`src/verilog/hcr_pkg.sv`:
```
// constants, field layouts and carrier types for the host controller id,
// eeprom access and retry-limit register bank
// assumes a 32-bit apb slave and a same-clock eeprom byte engine

package hcr_pkg;

    // ----------------------------------------------------------------
    // register map
    // ----------------------------------------------------------------
    localparam int APB_AW = 12;
    localparam logic [APB_AW-1:0] OFS_VERSION = 12'h000;
    localparam logic [APB_AW-1:0] OFS_EEPROM = 12'h004;
    localparam logic [APB_AW-1:0] OFS_RETRY = 12'h008;

    // ----------------------------------------------------------------
    // field positions and constants
    // ----------------------------------------------------------------
    localparam int PRESENT_BIT = 24;
    localparam int MAJOR_LSB = 16;
    localparam int MINOR_LSB = 0;
    localparam logic [7:0] MAJOR_VERSION = 8'h01;
    localparam logic [7:0] MINOR_VERSION = 8'h10;

    localparam int ADDR_CLEAR_BIT = 31;
    localparam int READ_GO_BIT = 25;
    localparam int READ_BYTE_LSB = 16;
    localparam int POINTER_LSB = 0;
    localparam logic [7:0] POINTER_WORD_OFS = 8'h28;
    localparam logic [7:0] POINTER_VALID_MIN = 8'h39;
    localparam logic [7:0] POINTER_NONE = 8'h00;

    localparam int PHYS_RETRY_LSB = 8;
    localparam int RESP_RETRY_LSB = 4;
    localparam int REQ_RETRY_LSB = 0;
    localparam logic [3:0] RETRY_RESET = 4'h0;

    // cycles to let the presence pin settle through the synchroniser
    localparam logic [3:0] SETTLE_CYCLES = 4'h4;

    // ----------------------------------------------------------------
    // carriers
    // ----------------------------------------------------------------
    typedef enum logic {
        EE_SET_ADDR,
        EE_READ_BYTE
    } hcr_ee_op_t;

    typedef struct packed {
        hcr_ee_op_t op;
        logic [7:0] addr;
    } hcr_ee_cmd_t;

    typedef struct packed {
        logic [3:0] phys;
        logic [3:0] resp;
        logic [3:0] req;
    } hcr_retry_t;

    typedef struct packed {
        logic [7:0] addr;
        logic [7:0] data;
    } hcr_bib_byte_t;

    typedef enum logic [1:0] {
        SEL_NONE,
        SEL_VERSION,
        SEL_EEPROM,
        SEL_RETRY
    } hcr_sel_t;

endpackage

```
`src/verilog/hcr_regs.sv`:
```
// version, eeprom byte access and async retry limit registers behind apb
// assumes an eeprom byte engine on clk_i: it takes a held request and
// answers with a one-cycle done pulse, advancing its address after a read

`timescale 1ns/100ps

module hcr_regs #(
    parameter logic [7:0] LOAD_LAST_ADDR = hcr_pkg::POINTER_WORD_OFS
) (
    // clock and resets
    input wire logic clk_i,
    input wire logic resetn_i,
    input wire logic function_reset_i,
    // apb slave
    input wire logic psel_i,
    input wire logic penable_i,
    input wire logic pwrite_i,
    input wire logic [hcr_pkg::APB_AW-1:0] paddr_i,
    input wire logic [31:0] pwdata_i,
    output logic [31:0] prdata_o,
    output logic pready_o,
    output logic pslverr_o,
    // eeprom byte engine
    input wire logic eeprom_present_i,
    output logic ee_req_o,
    output hcr_pkg::hcr_ee_cmd_t ee_cmd_o,
    input wire logic ee_done_i,
    input wire logic [7:0] ee_data_i,
    // bus information block load
    output logic bib_wr_o,
    output hcr_pkg::hcr_bib_byte_t bib_byte_o,
    // block status
    output hcr_pkg::hcr_retry_t retry_limits_o,
    output logic [7:0] small_rom_pointer_o,
    output logic small_rom_valid_o,
    output logic load_busy_o
);

    // ----------------------------------------------------------------
    // helpers
    // ----------------------------------------------------------------
    function automatic hcr_pkg::hcr_sel_t reg_sel(input logic [hcr_pkg::APB_AW-1:0] addr);
        hcr_pkg::hcr_sel_t sel;
        sel = hcr_pkg::SEL_NONE;
        case (addr)
            hcr_pkg::OFS_VERSION: sel = hcr_pkg::SEL_VERSION;
            hcr_pkg::OFS_EEPROM: sel = hcr_pkg::SEL_EEPROM;
            hcr_pkg::OFS_RETRY: sel = hcr_pkg::SEL_RETRY;
            default: sel = hcr_pkg::SEL_NONE;
        endcase
        return sel;
    endfunction

    // ----------------------------------------------------------------
    // declarations
    // ----------------------------------------------------------------
    typedef enum logic [2:0] {
        ST_SETTLE,
        ST_LD_ADDR,
        ST_LD_READ,
        ST_IDLE,
        ST_CLR,
        ST_RD
    } hcr_state_t;

    // states that hold a request towards the eeprom engine
    function automatic logic is_request(input hcr_state_t st);
        return (st == ST_LD_ADDR) || (st == ST_LD_READ) || (st == ST_CLR) || (st == ST_RD);
    endfunction

    hcr_state_t state_ff;
    hcr_state_t nxt_state;
    logic pres_s1_ff;
    logic pres_s2_ff;
    logic [3:0] settle_ff;
    logic present_flag_ff;
    logic addr_clear_ff;
    logic read_go_ff;
    logic [7:0] read_byte_ff;
    logic [7:0] pointer_ff;
    logic pointer_valid_ff;
    logic [7:0] load_idx_ff;
    hcr_pkg::hcr_retry_t retry_ff;
    logic ee_req_ff;
    logic nxt_req;
    hcr_pkg::hcr_ee_cmd_t ee_cmd_ff;
    hcr_pkg::hcr_ee_cmd_t nxt_cmd;
    logic bib_wr_ff;
    hcr_pkg::hcr_bib_byte_t bib_byte_ff;
    logic [31:0] prdata_ff;
    logic pready_ff;
    logic pslverr_ff;
    logic [31:0] nxt_rdata;
    hcr_pkg::hcr_sel_t sel;
    logic acc_first;
    logic acc_done;
    logic wr_eeprom;
    logic wr_retry;
    logic clear_done;
    logic read_done;
    logic load_read_done;
    logic load_busy_ff;

    assign sel = reg_sel(paddr_i);
    assign acc_first = psel_i & penable_i & ~pready_ff;
    assign acc_done = psel_i & penable_i & pready_ff;
    assign wr_eeprom = acc_done & pwrite_i & (sel == hcr_pkg::SEL_EEPROM);
    assign wr_retry = acc_done & pwrite_i & (sel == hcr_pkg::SEL_RETRY);
    assign clear_done = (state_ff == ST_CLR) & ee_req_ff & ee_done_i;
    assign read_done = (state_ff == ST_RD) & ee_req_ff & ee_done_i;
    assign load_read_done = (state_ff == ST_LD_READ) & ee_req_ff & ee_done_i;

    // ----------------------------------------------------------------
    // presence pin synchroniser
    // ----------------------------------------------------------------
    always_ff @(posedge clk_i or negedge resetn_i) begin
        if (!resetn_i) begin
            pres_s1_ff <= 1'b0;
            pres_s2_ff <= 1'b0;
        end else begin
            pres_s1_ff <= eeprom_present_i;
            pres_s2_ff <= pres_s1_ff;
        end
    end

    // ----------------------------------------------------------------
    // sequencer: detect, load, then serve software requests
    // ----------------------------------------------------------------
    always_comb begin
        nxt_state = state_ff;
        case (state_ff)
            ST_SETTLE: begin
                if (settle_ff == hcr_pkg::SETTLE_CYCLES - 4'h1) begin
                    nxt_state = pres_s2_ff ? ST_LD_ADDR : ST_IDLE;
                end
            end
            ST_LD_ADDR: begin
                if (ee_req_ff && ee_done_i) begin
                    nxt_state = ST_LD_READ;
                end
            end
            ST_LD_READ: begin
                if (load_read_done && load_idx_ff == LOAD_LAST_ADDR) begin
                    nxt_state = ST_IDLE;
                end
            end
            ST_IDLE: begin
                if (addr_clear_ff) begin
                    nxt_state = ST_CLR;
                end else if (read_go_ff) begin
                    nxt_state = ST_RD;
                end
            end
            ST_CLR: begin
                if (clear_done) begin
                    nxt_state = ST_IDLE;
                end
            end
            ST_RD: begin
                if (read_done) begin
                    nxt_state = ST_IDLE;
                end
            end
            default: nxt_state = ST_SETTLE;
        endcase
    end

    // request drops for at least one cycle after every done
    always_comb begin
        nxt_req = is_request(nxt_state) & ~ee_done_i;
        nxt_cmd.op = hcr_pkg::EE_READ_BYTE;
        nxt_cmd.addr = 8'h00;
        if (nxt_state == ST_LD_ADDR || nxt_state == ST_CLR) begin
            nxt_cmd.op = hcr_pkg::EE_SET_ADDR;
        end
    end

    always_ff @(posedge clk_i or negedge resetn_i) begin
        if (!resetn_i) begin
            state_ff <= ST_SETTLE;
        end else if (function_reset_i) begin
            state_ff <= ST_SETTLE;
        end else begin
            state_ff <= nxt_state;
        end
    end

    // busy whenever the sequencer is not headed for idle: after either reset and during each clear or read
    always_ff @(posedge clk_i or negedge resetn_i) begin
        if (!resetn_i) begin
            load_busy_ff <= 1'b1;
        end else if (function_reset_i) begin
            load_busy_ff <= 1'b1;
        end else begin
            load_busy_ff <= (nxt_state != ST_IDLE);
        end
    end

    always_ff @(posedge clk_i or negedge resetn_i) begin
        if (!resetn_i) begin
            settle_ff <= 4'h0;
        end else if (function_reset_i) begin
            settle_ff <= 4'h0;
        end else if (state_ff == ST_SETTLE) begin
            settle_ff <= settle_ff + 4'h1;
        end
    end

    always_ff @(posedge clk_i or negedge resetn_i) begin
        if (!resetn_i) begin
            ee_req_ff <= 1'b0;
            ee_cmd_ff <= '0;
        end else if (function_reset_i) begin
            ee_req_ff <= 1'b0;
            ee_cmd_ff <= '0;
        end else begin
            ee_req_ff <= nxt_req;
            ee_cmd_ff <= nxt_cmd;
        end
    end

    // ----------------------------------------------------------------
    // presence flag
    // ----------------------------------------------------------------
    always_ff @(posedge clk_i or negedge resetn_i) begin
        if (!resetn_i) begin
            present_flag_ff <= 1'b0;
        end else if (function_reset_i) begin
            present_flag_ff <= 1'b0;
        end else if (state_ff == ST_SETTLE && nxt_state != ST_SETTLE) begin
            present_flag_ff <= pres_s2_ff;
        end
    end

    // ----------------------------------------------------------------
    // bus information block load and small rom pointer
    // ----------------------------------------------------------------
    always_ff @(posedge clk_i or negedge resetn_i) begin
        if (!resetn_i) begin
            load_idx_ff <= 8'h00;
        end else if (function_reset_i || state_ff == ST_LD_ADDR) begin
            load_idx_ff <= 8'h00;
        end else if (load_read_done) begin
            load_idx_ff <= load_idx_ff + 8'h01;
        end
    end

    always_ff @(posedge clk_i or negedge resetn_i) begin
        if (!resetn_i) begin
            bib_wr_ff <= 1'b0;
            bib_byte_ff <= '0;
        end else begin
            bib_wr_ff <= load_read_done & ~function_reset_i;
            if (load_read_done) begin
                bib_byte_ff.addr <= load_idx_ff;
                bib_byte_ff.data <= ee_data_i;
            end
        end
    end

    always_ff @(posedge clk_i or negedge resetn_i) begin
        if (!resetn_i) begin
            pointer_ff <= hcr_pkg::POINTER_NONE;
            pointer_valid_ff <= 1'b0;
        end else if (function_reset_i) begin
            pointer_ff <= hcr_pkg::POINTER_NONE;
            pointer_valid_ff <= 1'b0;
        end else if (load_read_done && load_idx_ff == hcr_pkg::POINTER_WORD_OFS) begin
            pointer_ff <= ee_data_i;
            pointer_valid_ff <= ee_data_i > hcr_pkg::POINTER_VALID_MIN;
        end
    end

    // ----------------------------------------------------------------
    // eeprom access control bits and read byte
    // ----------------------------------------------------------------
    // a software set in the completing cycle wins over the hardware clear
    always_ff @(posedge clk_i or negedge resetn_i) begin
        if (!resetn_i) begin
            addr_clear_ff <= 1'b0;
            read_go_ff <= 1'b0;
        end else if (function_reset_i) begin
            addr_clear_ff <= 1'b0;
            read_go_ff <= 1'b0;
        end else begin
            addr_clear_ff <= (addr_clear_ff & ~clear_done)
                | (wr_eeprom & pwdata_i[hcr_pkg::ADDR_CLEAR_BIT]);
            read_go_ff <= (read_go_ff & ~read_done)
                | (wr_eeprom & pwdata_i[hcr_pkg::READ_GO_BIT]);
        end
    end

    always_ff @(posedge clk_i or negedge resetn_i) begin
        if (!resetn_i) begin
            read_byte_ff <= 8'h00;
        end else if (read_done) begin
            read_byte_ff <= ee_data_i;
        end
    end

    // ----------------------------------------------------------------
    // retry limits
    // ----------------------------------------------------------------
    always_ff @(posedge clk_i or negedge resetn_i) begin
        if (!resetn_i) begin
            retry_ff.phys <= hcr_pkg::RETRY_RESET;
            retry_ff.resp <= hcr_pkg::RETRY_RESET;
            retry_ff.req <= hcr_pkg::RETRY_RESET;
        end else if (function_reset_i) begin
            retry_ff <= '0;
        end else if (wr_retry) begin
            retry_ff.phys <= pwdata_i[hcr_pkg::PHYS_RETRY_LSB +: 4];
            retry_ff.resp <= pwdata_i[hcr_pkg::RESP_RETRY_LSB +: 4];
            retry_ff.req <= pwdata_i[hcr_pkg::REQ_RETRY_LSB +: 4];
        end
    end

    // ----------------------------------------------------------------
    // apb read path, one wait state
    // ----------------------------------------------------------------
    // unlisted bits stay zero and writes to them are dropped
    always_comb begin
        nxt_rdata = 32'h0000_0000;
        case (sel)
            hcr_pkg::SEL_VERSION: begin
                nxt_rdata[hcr_pkg::PRESENT_BIT] = present_flag_ff;
                nxt_rdata[hcr_pkg::MAJOR_LSB +: 8] = hcr_pkg::MAJOR_VERSION;
                nxt_rdata[hcr_pkg::MINOR_LSB +: 8] = hcr_pkg::MINOR_VERSION;
            end
            hcr_pkg::SEL_EEPROM: begin
                nxt_rdata[hcr_pkg::ADDR_CLEAR_BIT] = addr_clear_ff;
                nxt_rdata[hcr_pkg::READ_GO_BIT] = read_go_ff;
                nxt_rdata[hcr_pkg::READ_BYTE_LSB +: 8] = read_byte_ff;
                nxt_rdata[hcr_pkg::POINTER_LSB +: 8] = pointer_ff;
            end
            hcr_pkg::SEL_RETRY: begin
                nxt_rdata[hcr_pkg::PHYS_RETRY_LSB +: 4] = retry_ff.phys;
                nxt_rdata[hcr_pkg::RESP_RETRY_LSB +: 4] = retry_ff.resp;
                nxt_rdata[hcr_pkg::REQ_RETRY_LSB +: 4] = retry_ff.req;
            end
            default: nxt_rdata = 32'h0000_0000;
        endcase
    end

    always_ff @(posedge clk_i or negedge resetn_i) begin
        if (!resetn_i) begin
            pready_ff <= 1'b0;
            pslverr_ff <= 1'b0;
            prdata_ff <= 32'h0000_0000;
        end else begin
            pready_ff <= acc_first;
            pslverr_ff <= acc_first & (sel == hcr_pkg::SEL_NONE);
            if (acc_first && !pwrite_i) begin
                prdata_ff <= nxt_rdata;
            end
        end
    end

    // ----------------------------------------------------------------
    // outputs
    // ----------------------------------------------------------------
    assign prdata_o = prdata_ff;
    assign pready_o = pready_ff;
    assign pslverr_o = pslverr_ff;
    assign ee_req_o = ee_req_ff;
    assign ee_cmd_o = ee_cmd_ff;
    assign bib_wr_o = bib_wr_ff;
    assign bib_byte_o = bib_byte_ff;
    assign retry_limits_o = retry_ff;
    assign small_rom_pointer_o = pointer_ff;
    assign small_rom_valid_o = pointer_valid_ff;
    assign load_busy_o = load_busy_ff;

endmodule

```
`config.mk`:
```
export PLATFORM = sky130hd
export DESIGN_NAME = hcr_regs
export DESIGN_NICKNAME = d
export VERILOG_FILES = /design/src/verilog/hcr_pkg.sv /design/src/verilog/hcr_regs.sv
export SDC_FILE = /design/constraint.sdc
export NUM_CORES = 1
export LEC_CHECK = 0
export BUFFER_PORTS_ARGS = -buffer_cell sky130_fd_sc_hd__buf_2
export CAP_MARGIN = 15
export CORE_ASPECT_RATIO = 1.25
export CORE_MARGIN = 3
export CORE_UTILIZATION = 40
export DETAILED_ROUTE_END_ITERATION = 10
export GPL_TIMING_DRIVEN = 0
export PLACE_DENSITY = 0.68
export SYNTH_ARGS = -nofsm -noshare
export SYNTH_HDL_FRONTEND = slang
export SYNTH_SLANG_ARGS = --single-unit
```
`constraint.sdc`:
```
create_clock -name clk_i -period 1.64 [get_ports clk_i]
set_clock_uncertainty 0.15 [all_clocks]
set_input_delay 0.41 -clock clk_i [delete_from_list [all_inputs] [get_ports clk_i]]
set_output_delay 0.41 -clock clk_i [all_outputs]
set_load 0.02 [all_outputs]
```
Word-level counts from Yosys, hierarchy flattened

Index checks and enable logic that the tools add are counted.

Input port bits: 60
Logic and storage cells: 124
Bits in registers: 102
Output and inout bits: 83

Order comparisons: 1
Multiplexer cells: 35
Eq/ne operators: 17
$add $sub $neg: 2
Bitwise gates (word level): 26
Reduce and logical (&&, ||, !) cells: 19

Operators by type and width:

| cell                | number |
|---|---|
| $mux 8              | 4 |
| $mux 12             | 2 |
| $mux 3              | 8 |
| $pmux 8 s3          | 1 |
| $and 1x1->1         | 19 |
| $pmux 3 s6          | 1 |
| $pmux 8 s2          | 1 |
| $eq 12x3->1 const B | 1 |
| $eq 12x4->1 const B | 1 |
| $eq 3x3->1 const B  | 4 |
| $logic_not 12->1    | 1 |
| $mux 1              | 12 |
| $mux 4              | 3 |
| $reduce_bool 2->1   | 5 |
| $eq 3x2->1 const B  | 3 |
| $mux 9              | 1 |
| $add 8x1->8 const B | 1 |
| $eq 8x6->1 const B  | 1 |
| $gt 8x6->1 const B  | 1 |
| $eq 3x1->1 const B  | 2 |
| $pmux 2 s3          | 1 |
| $logic_or 1x1->1    | 5 |
| $not 1->1           | 5 |
| $add 4x1->4 const B | 1 |
| other kinds (11)    | 16 |

Logic depth before layout (Yosys ltp)

Gate-level depths: netlist (run 1).

Depth after elaboration: 12
Gate-level depth with buffers: 9

Worst setup path after synthesis (run 1)

Ideal clock, no wire load.

Path kind: input to register
From: in paddr_i[7] (netlist name)
To: reg prdata_ff[4] (netlist: prdata_o[4])
Setup time: 0.096 ns
Data required time: 1.394 ns
Arrival: 2.036 ns
Stages: 8
Setup slack: -0.642 ns
Buffers on the path: 0
Cells stage by stage: nor4_1 nand3_1 or2_2 inv_1 ha_1 a22oi_1 maj3_1 o31ai_1

Longest elaborated chain between the ends: 4
Elaborated cells on any way between the ends: 8
Classes of those cells: 5 x eq/ne; 2 x mux; 1 x reduce/logical

RTL lines:

| element                                   | RTL line        | text |
|---|---|---|
| start: declaration                        | hcr_regs.sv:18  | `input wire logic [hcr_pkg::APB_AW-1:0] paddr_i,` |
| $eq 12x4->1, or another cell as far along | hcr_regs.sv:45  | `case (addr)` |
| $pmux 2 s3 *                              | hcr_regs.sv:45  |  |
| $eq 2x2->1 or $eq 2x1->1 (tied branches)  | hcr_regs.sv:324 | `case (sel)` |
| $pmux 8 s3 *                              | hcr_regs.sv:324 |  |
| end signal: assignment                    | hcr_regs.sv:354 | `prdata_ff <= nxt_rdata;` |
| end: declaration                          | hcr_regs.sv:90  | `logic [31:0] prdata_ff;` |

Every way passes the cells marked *; elsewhere a longest branch is shown, timed or not.
A chain may end at the register's enable or synchronous reset.

Worst setup path in the final report (run 1)

From: in paddr_i[4] (netlist name)
To: reg prdata_ff[4] (netlist: prdata_o[4])

The elaborated chain is that of the path after synthesis.

==> results of run 1 <==
-- registers in the layout (all words and copies together), names as in the netlist --
| signal | count |
|---|---|
| read_byte_ff | 8 |
| pready_o | 1 |
| state_ff | 3 |
| ee_req_o | 1 |
| retry_limits_o | 12 |
| prdata_o | 23 |
| read_go_ff | 1 |
| pres_s1_ff | 1 |
| present_flag_ff | 1 |
| load_idx_ff | 8 |
| small_rom_valid_o | 1 |
| addr_clear_ff | 1 |
| load_busy_o | 1 |
| pres_s2_ff | 1 |
| small_rom_pointer_o | 8 |
| pslverr_o | 1 |
| bib_wr_o | 1 |
| bib_byte_o | 16 |
| ee_cmd_o | 1 |
| settle_ff | 4 |
-- final timing paths --
check / start / endpoint / cells after the start
min in group asynchronous: resetn_i / bib_byte_o[9] / 2
worst min-delay path: eeprom_present_i / pres_s1_ff / 1
worst min register to register: pres_s1_ff / pres_s2_ff / 0
worst max-delay path: paddr_i[4] / prdata_o[4] / 9
max in group asynchronous: resetn_i / load_idx_ff[6] / 3
worst max register to register: state_ff[0] / ee_cmd_o[8] / 6
-- where the power goes --
group	switching [mW]	internal, mW
Clock	0.940	1.34
Sequential	0.0490	2.39
Combinational	0.471	0.417
Total	1.46	4.15
-- area by class of cell --
cell class,instances,area (um2)
Clock inverter,7,95.1
Fill cell,804,3900
Sequential cell,94,2360
Multi-Input combinational cell,267,2200
Clock buffer,9,225
Timing Repair Buffer,149,1030
Inverter,7,28.8
Tap cell,129,161
Buffer,33,307
-- metal layers --
| layer | up-vias | routed length [um] | global-route usage |
|---|---|---|---|
| li1 | 1680 | - | - |
| met2 | 109 | 6030 | 0.305 |
| met4 | 0 | 179 | 0.0743 |
| met5 | - | 0 | 0 |
| met1 | 1745 | 4700 | 0.242 |
| met3 | 13 | 699 | 0.0384 |
-- through the flow --
step | hold WS, ns | setup TNS [ns] | area [um2] | std cells
final | 0.0170 | -11.55 | 6410 | 695
after global placement | 0.182 | -110.70 | 5310 | 641
after floorplan | -0.0356 | -13.63 | 4610 | 405
after detailed placement | 0.192 | -32.62 | 5340 | 642
after CTS | 0.00405 | -11.26 | 6020 | 681
after global routing | 0.00995 | -18.08 | 6410 | 695
-- synth_stat cells, drive strengths merged (3+ instances only) --
cell type	instances	area share
nor2	34	0.030
nor4b	4	0.0096
xnor2	4	0.0081
xor2	5	0.010
nand2	54	0.049
a22o	9	0.018
and2	4	0.0058
a21oi	7	0.0090
o31ai	9	0.016
clkbuf	12	0.010
mux2i	14	0.033
buf	26	0.045
nor3	4	0.0099
a22oi	8	0.014
ha	7	0.020
inv	7	0.0061
nand4	6	0.012
dfrtp	93	0.54
mux2	20	0.052
and3	3	0.0044
or3	5	0.0084
nand3	5	0.0058
o21ai	22	0.026
-- logic make-up (layout without fill, tap and decap cells) --
| kind of cell | after synthesis | count (layout) | share of synthesized area |
|---|---|---|---|
| xor+xnor | 9 | 9 | 0.0183 |
| other cells | 1 | 17 | 0.000870 |
| flops | 94 | 94 | 0.546 |
| buf+inv | 45 | 205 | 0.0613 |
| simple gates | 132 | 132 | 0.160 |
| fa+ha+maj | 8 | 8 | 0.0227 |
| mux | 34 | 34 | 0.0848 |
| compound gates | 66 | 67 | 0.106 |
-- worst max-delay path, cell delays in order --
cell,delay [ns]
buf_2,0.11
nor4_4,0.31
nand3_2,0.12
or2_4,0.26
inv_4,0.06
ha_4,0.16
a22oi_2,0.08
maj3_2,0.32
o31ai_2,0.20
-- timing repair --
item	4_1_cts	5_1_grt
gates resized for setup	41	68
endpoints found under the setup margin	82	90
hold buffers	1	0
gates cloned	4	3
pin swaps	15	23
buffers inserted	23	12
endpoints found under the hold margin	30	0
==> metrics.txt, run 1 <==
run status=finished with violations; failing checks=setup timing; NumNets Final=628; syn_area_per_cell=11.1 um2; final setup violation count=75; post-layout util=0.622; RSZ-0062 raised after global routing=true; starting density of the core=0.418; vias in the first global route=3367; worst-margin pin slew=0.511 ns; Layout area overhead=48.9%; area of the core=10300 um2; worst min-delay path category=input port to register; Die H=122 um; leakage power=3.27 nW; fin worst setup slack=-0.315 ns; input/output buffers=107; Pwr Density=874 nW/um2; die area=12100 um2; Top FF cell, synth=dfrtp_1; Cell variety after synth=56; CP arrival=2.05 ns; clk root buf=clkbuf_16; Clock Latency Late Sink=0.35 ns; total chip power=5.61 mW; final wirelength=11600 um; Post-Synthesis Cells=389; CP Max Fanout=4; CTS tree=built; H-tree Lvls=3; initial antenna violation count=0; Final Max Slew Viols=0; register area share after synthesis=0.546; first-pass GRT wire length=17500 um; post-DR wirelength/cell=16.7 um; Die Wd=98.8 um; most frequent cells in the layout=105 x buf_2, 89 x dfrtp_1, 39 x buf_4; Via density=5.10; Syn Std Cell Area=4310 um2; final RePlAce weighted congestion=0.801; crit path launch type=input port; reg2reg setup slack=-0.21 ns; share of layout cells above drive strength 1=0.530; DP HPWL=7870 um; clock sink count=94; Pre-Repair DR Iteration Count=4; commonest non-fill, non-tap cell in the layout=buf_2; Num CTS Buffers=9; GR Util All Layers=0.186; endpoint type of the worst setup path=register; number of synthesized register bits=94; Post-synth ARST share=1.00; vias=3547; largest net degree at the start of global routing=64; DRC viols=0; post-route ant nets=0; Std-Cell Rows=41; Crit Path Category=input port to register; yosys warns=0; min Tclk post-route=1.95 ns; maximum vdd ir drop=674 uV; Post-synth EDFFs=0; GRT Residual Overflow=0; First DRT Iteration DRCs=128; required time of the critical path=1.74 ns; relative max-transition margin=0.659; clock slew at reported path FFs=0.06 ns; fmax=512 MHz; crit share post-route=1.19; Hold Fails Final Rpt=0; I/O pins=143; ant diodes=0; Clock Path Buffers=2; dpl ws=-0.774 ns; number of max-cap violations=0
No activity file was read; power rests on OpenSTA's default activity.
==> run 2: changes to the inputs <==
Settings changed: ABC_AREA from default to 1.
==> run 2 against run 1 <==
The run still ends with setup timing left. Highest routed layer unchanged. Sequential power up 2%. Synthesized cell count increased by 29%. Critical path type unchanged. Non-clock buffer count down 13.
==> metrics.txt, run 2 <==
area occupied by multi-input gates=2040 um2; Min Hold Slack=0.0220 ns; endpoint type of the worst setup path=register; Synth area leaders=dfrtp_1 53%, nand2_1 10%, inv_1 4.9%; ant diodes=0; top-count cell post-synth=nand2_1; fmax=565 MHz; crit share post-route=1.08; number of max-cap violations=0; maximum vdd ir drop=527 uV; die area=12300 um2; required time of the critical path=1.77 ns; yosys warns=0; register area share after synthesis=0.536; Syn Std Cell Area=4390 um2; Die H=123 um; Post-synth top cells=120 x nand2_1, 93 x dfrtp_1, 57 x inv_1; initial antenna violation count=0; GR Util All Layers=0.197; Post-Synthesis Cells=503; clock sink count=94; relative max-transition margin=0.535; Pre-Repair DR Iteration Count=5; Num CTS Buffers=9; fin cells=799; vias in the first global route=3941; Clock Path Buffers=2; post-synth top area cell=dfrtp_1; I/O pins=143; area of the core=10700 um2; Pwr Density=906 nW/um2; Hold Path Origin=eeprom_present_i; vias=3995; max reg flops=23; reg2reg path depth=4; worst reg2reg endpoint=read_byte_ff[0]; clock slew at reported path FFs=0.06 ns; DP HPWL=8510 um; Layout area overhead=43.3%; final RePlAce weighted congestion=0.860; setup TNS=-2.63 ns; placed cells=759; Hold Crit Depth=1; Die Wd=99.7 um; Crit Path Category=input port to register; Via density=5.00; Clock Latency Late Sink=0.34 ns; Top FF cell, synth=dfrtp_1; first-pass GRT wire length=19000 um; CP Max Fanout=10; Post-synth EDFFs=0; crit path launch type=input port; clk root buf=clkbuf_16; failing checks=setup timing; Std-Cell Rows=42; share of layout cells above drive strength 1=0.408; worst-margin pin slew=0.698 ns; largest net degree at the start of global routing=49; most frequent cells in the layout=111 x nand2_1, 104 x buf_2, 91 x dfrtp_1; reg2reg start=state_ff[1]; Final Max Slew Viols=0; commonest non-fill, non-tap cell in the layout=nand2_1; starting density of the core=0.411; Cell variety after synth=39; fin worst setup slack=-0.131 ns; DRC viols=0; First DRT Iteration DRCs=194; GRT Residual Overflow=0; Yosys top cell area share=0.530; Post-synth ARST share=1.00; fill count=911; input/output buffers=107; reg2reg setup slack=0.04 ns; min Tclk post-route=1.77 ns; Hold Fails Final Rpt=0; NumNets Final=731; Worst Hold End=pres_s1_ff; RSZ-0062 raised after global routing=true; final wirelength=12100 um; number of synthesized register bits=94; CTS tree=built; worst min-delay path category=input port to register; syn_area_per_cell=8.73 um2; post-route ant nets=0; run status=finished with violations; leakage power=3.21 nW; post-DR wirelength/cell=15.1 um; H-tree Lvls=3; CP arrival=1.90 ns; FF+latch area=2360 um2; final setup violation count=35
## run 2: changes by cell type after synthesis, moves of 7 or more
cell,before,now
o21ai_1,0,13
mux2_2,12,1
a22oi_1,8,0
o22ai_1,0,7
nand3_1,5,39
nand2_1,53,120
inv_1,7,57
mux2_1,8,0
a22o_1,9,0
o21ai_0,22,36
mux2i_1,14,0
## run 2: final cells by class
cell class / instances / area share
sequential: 94 / 0.375
multi-input combinational: 326 / 0.324
timing repair buffer: 134 / 0.135
buffer: 35 / 0.0479
inverter: 64 / 0.0406
clock buffer: 9 / 0.0358
tap: 132 / 0.0263
clock inverter: 5 / 0.0159
## run 2: report_power, final
group | switching [mW] | total (mW) | internal, mW
Clock | 0.860 | 2.33 | 1.47
Combinational | 0.563 | 0.884 | 0.321
Sequential | 0.0665 | 2.49 | 2.42
## run 2: worst max path at each step
stage | start | endpoint | slack, ns
after floorplan | paddr_i[0] | prdata_o[5] | -0.27
after global placement | resetn_i | retry_limits_o[3] | -0.89
after detailed placement | paddr_i[0] | prdata_o[5] | -0.58
after CTS | paddr_i[0] | prdata_o[7] | -0.08
after global routing | paddr_i[1] | prdata_o[4] | -0.20
final | paddr_i[1] | prdata_o[5] | -0.13
## run 2: layer usage
metal,share of wire,GRT usage,up-vias
met1,0.39,0.237,1911
met2,0.51,0.347,137
met3,0.063,0.0327,25
met4,0.032,0.0845,0
li1,-,-,1922
met5,0,0,-
## run 2: worst max-delay path, cell delays in order
cell and delay (ns):
buf_6 0.09, or2_4 0.27, nor4_4 0.31, buf_4 0.17, ha_4 0.14, inv_2 0.06, buf_12 0.15, o22ai_2 0.12
nand3_1 0.10, nand2_1 0.08
## run 2: stage by stage
stage / total power, mW / setup WS (ns) / instance area (um2) / util
global placement: 3.27 / -0.894 / 5260 / 0.493
floorplan: 3.00 / -0.267 / 4560 / -
finish: 5.70 / -0.131 / 6290 / 0.590
detailed placement: 3.30 / -0.579 / 5290 / 0.496
global route: 5.93 / -0.195 / 6290 / 0.590
CTS: 5.67 / -0.0780 / 5950 / 0.558
## run 2: cells by family (layout without fill, tap and decap cells)
group / Yosys count / count (layout) / share of synthesized area
other: 1 / 17 / 0.000854
muxes: 1 / 1 / 0.00257
xor gates and xnor gates: 1 / 1 / 0.00200
DFF: 94 / 94 / 0.536
and+or+nand+nor: 212 / 212 / 0.214
buffers and inverters: 99 / 247 / 0.110
AOI/OAI and AO/OA: 88 / 88 / 0.115
adders and majority gates: 7 / 7 / 0.0200
## run 2: timing repair
item	in CTS	in global routing
resized for setup	49	52
hold buffers	1	0
setup buffers	11	11
setup endpoints to repair	44	57
endpoints found under the hold margin	46	0
pin swaps	20	22
gates cloned	2	1
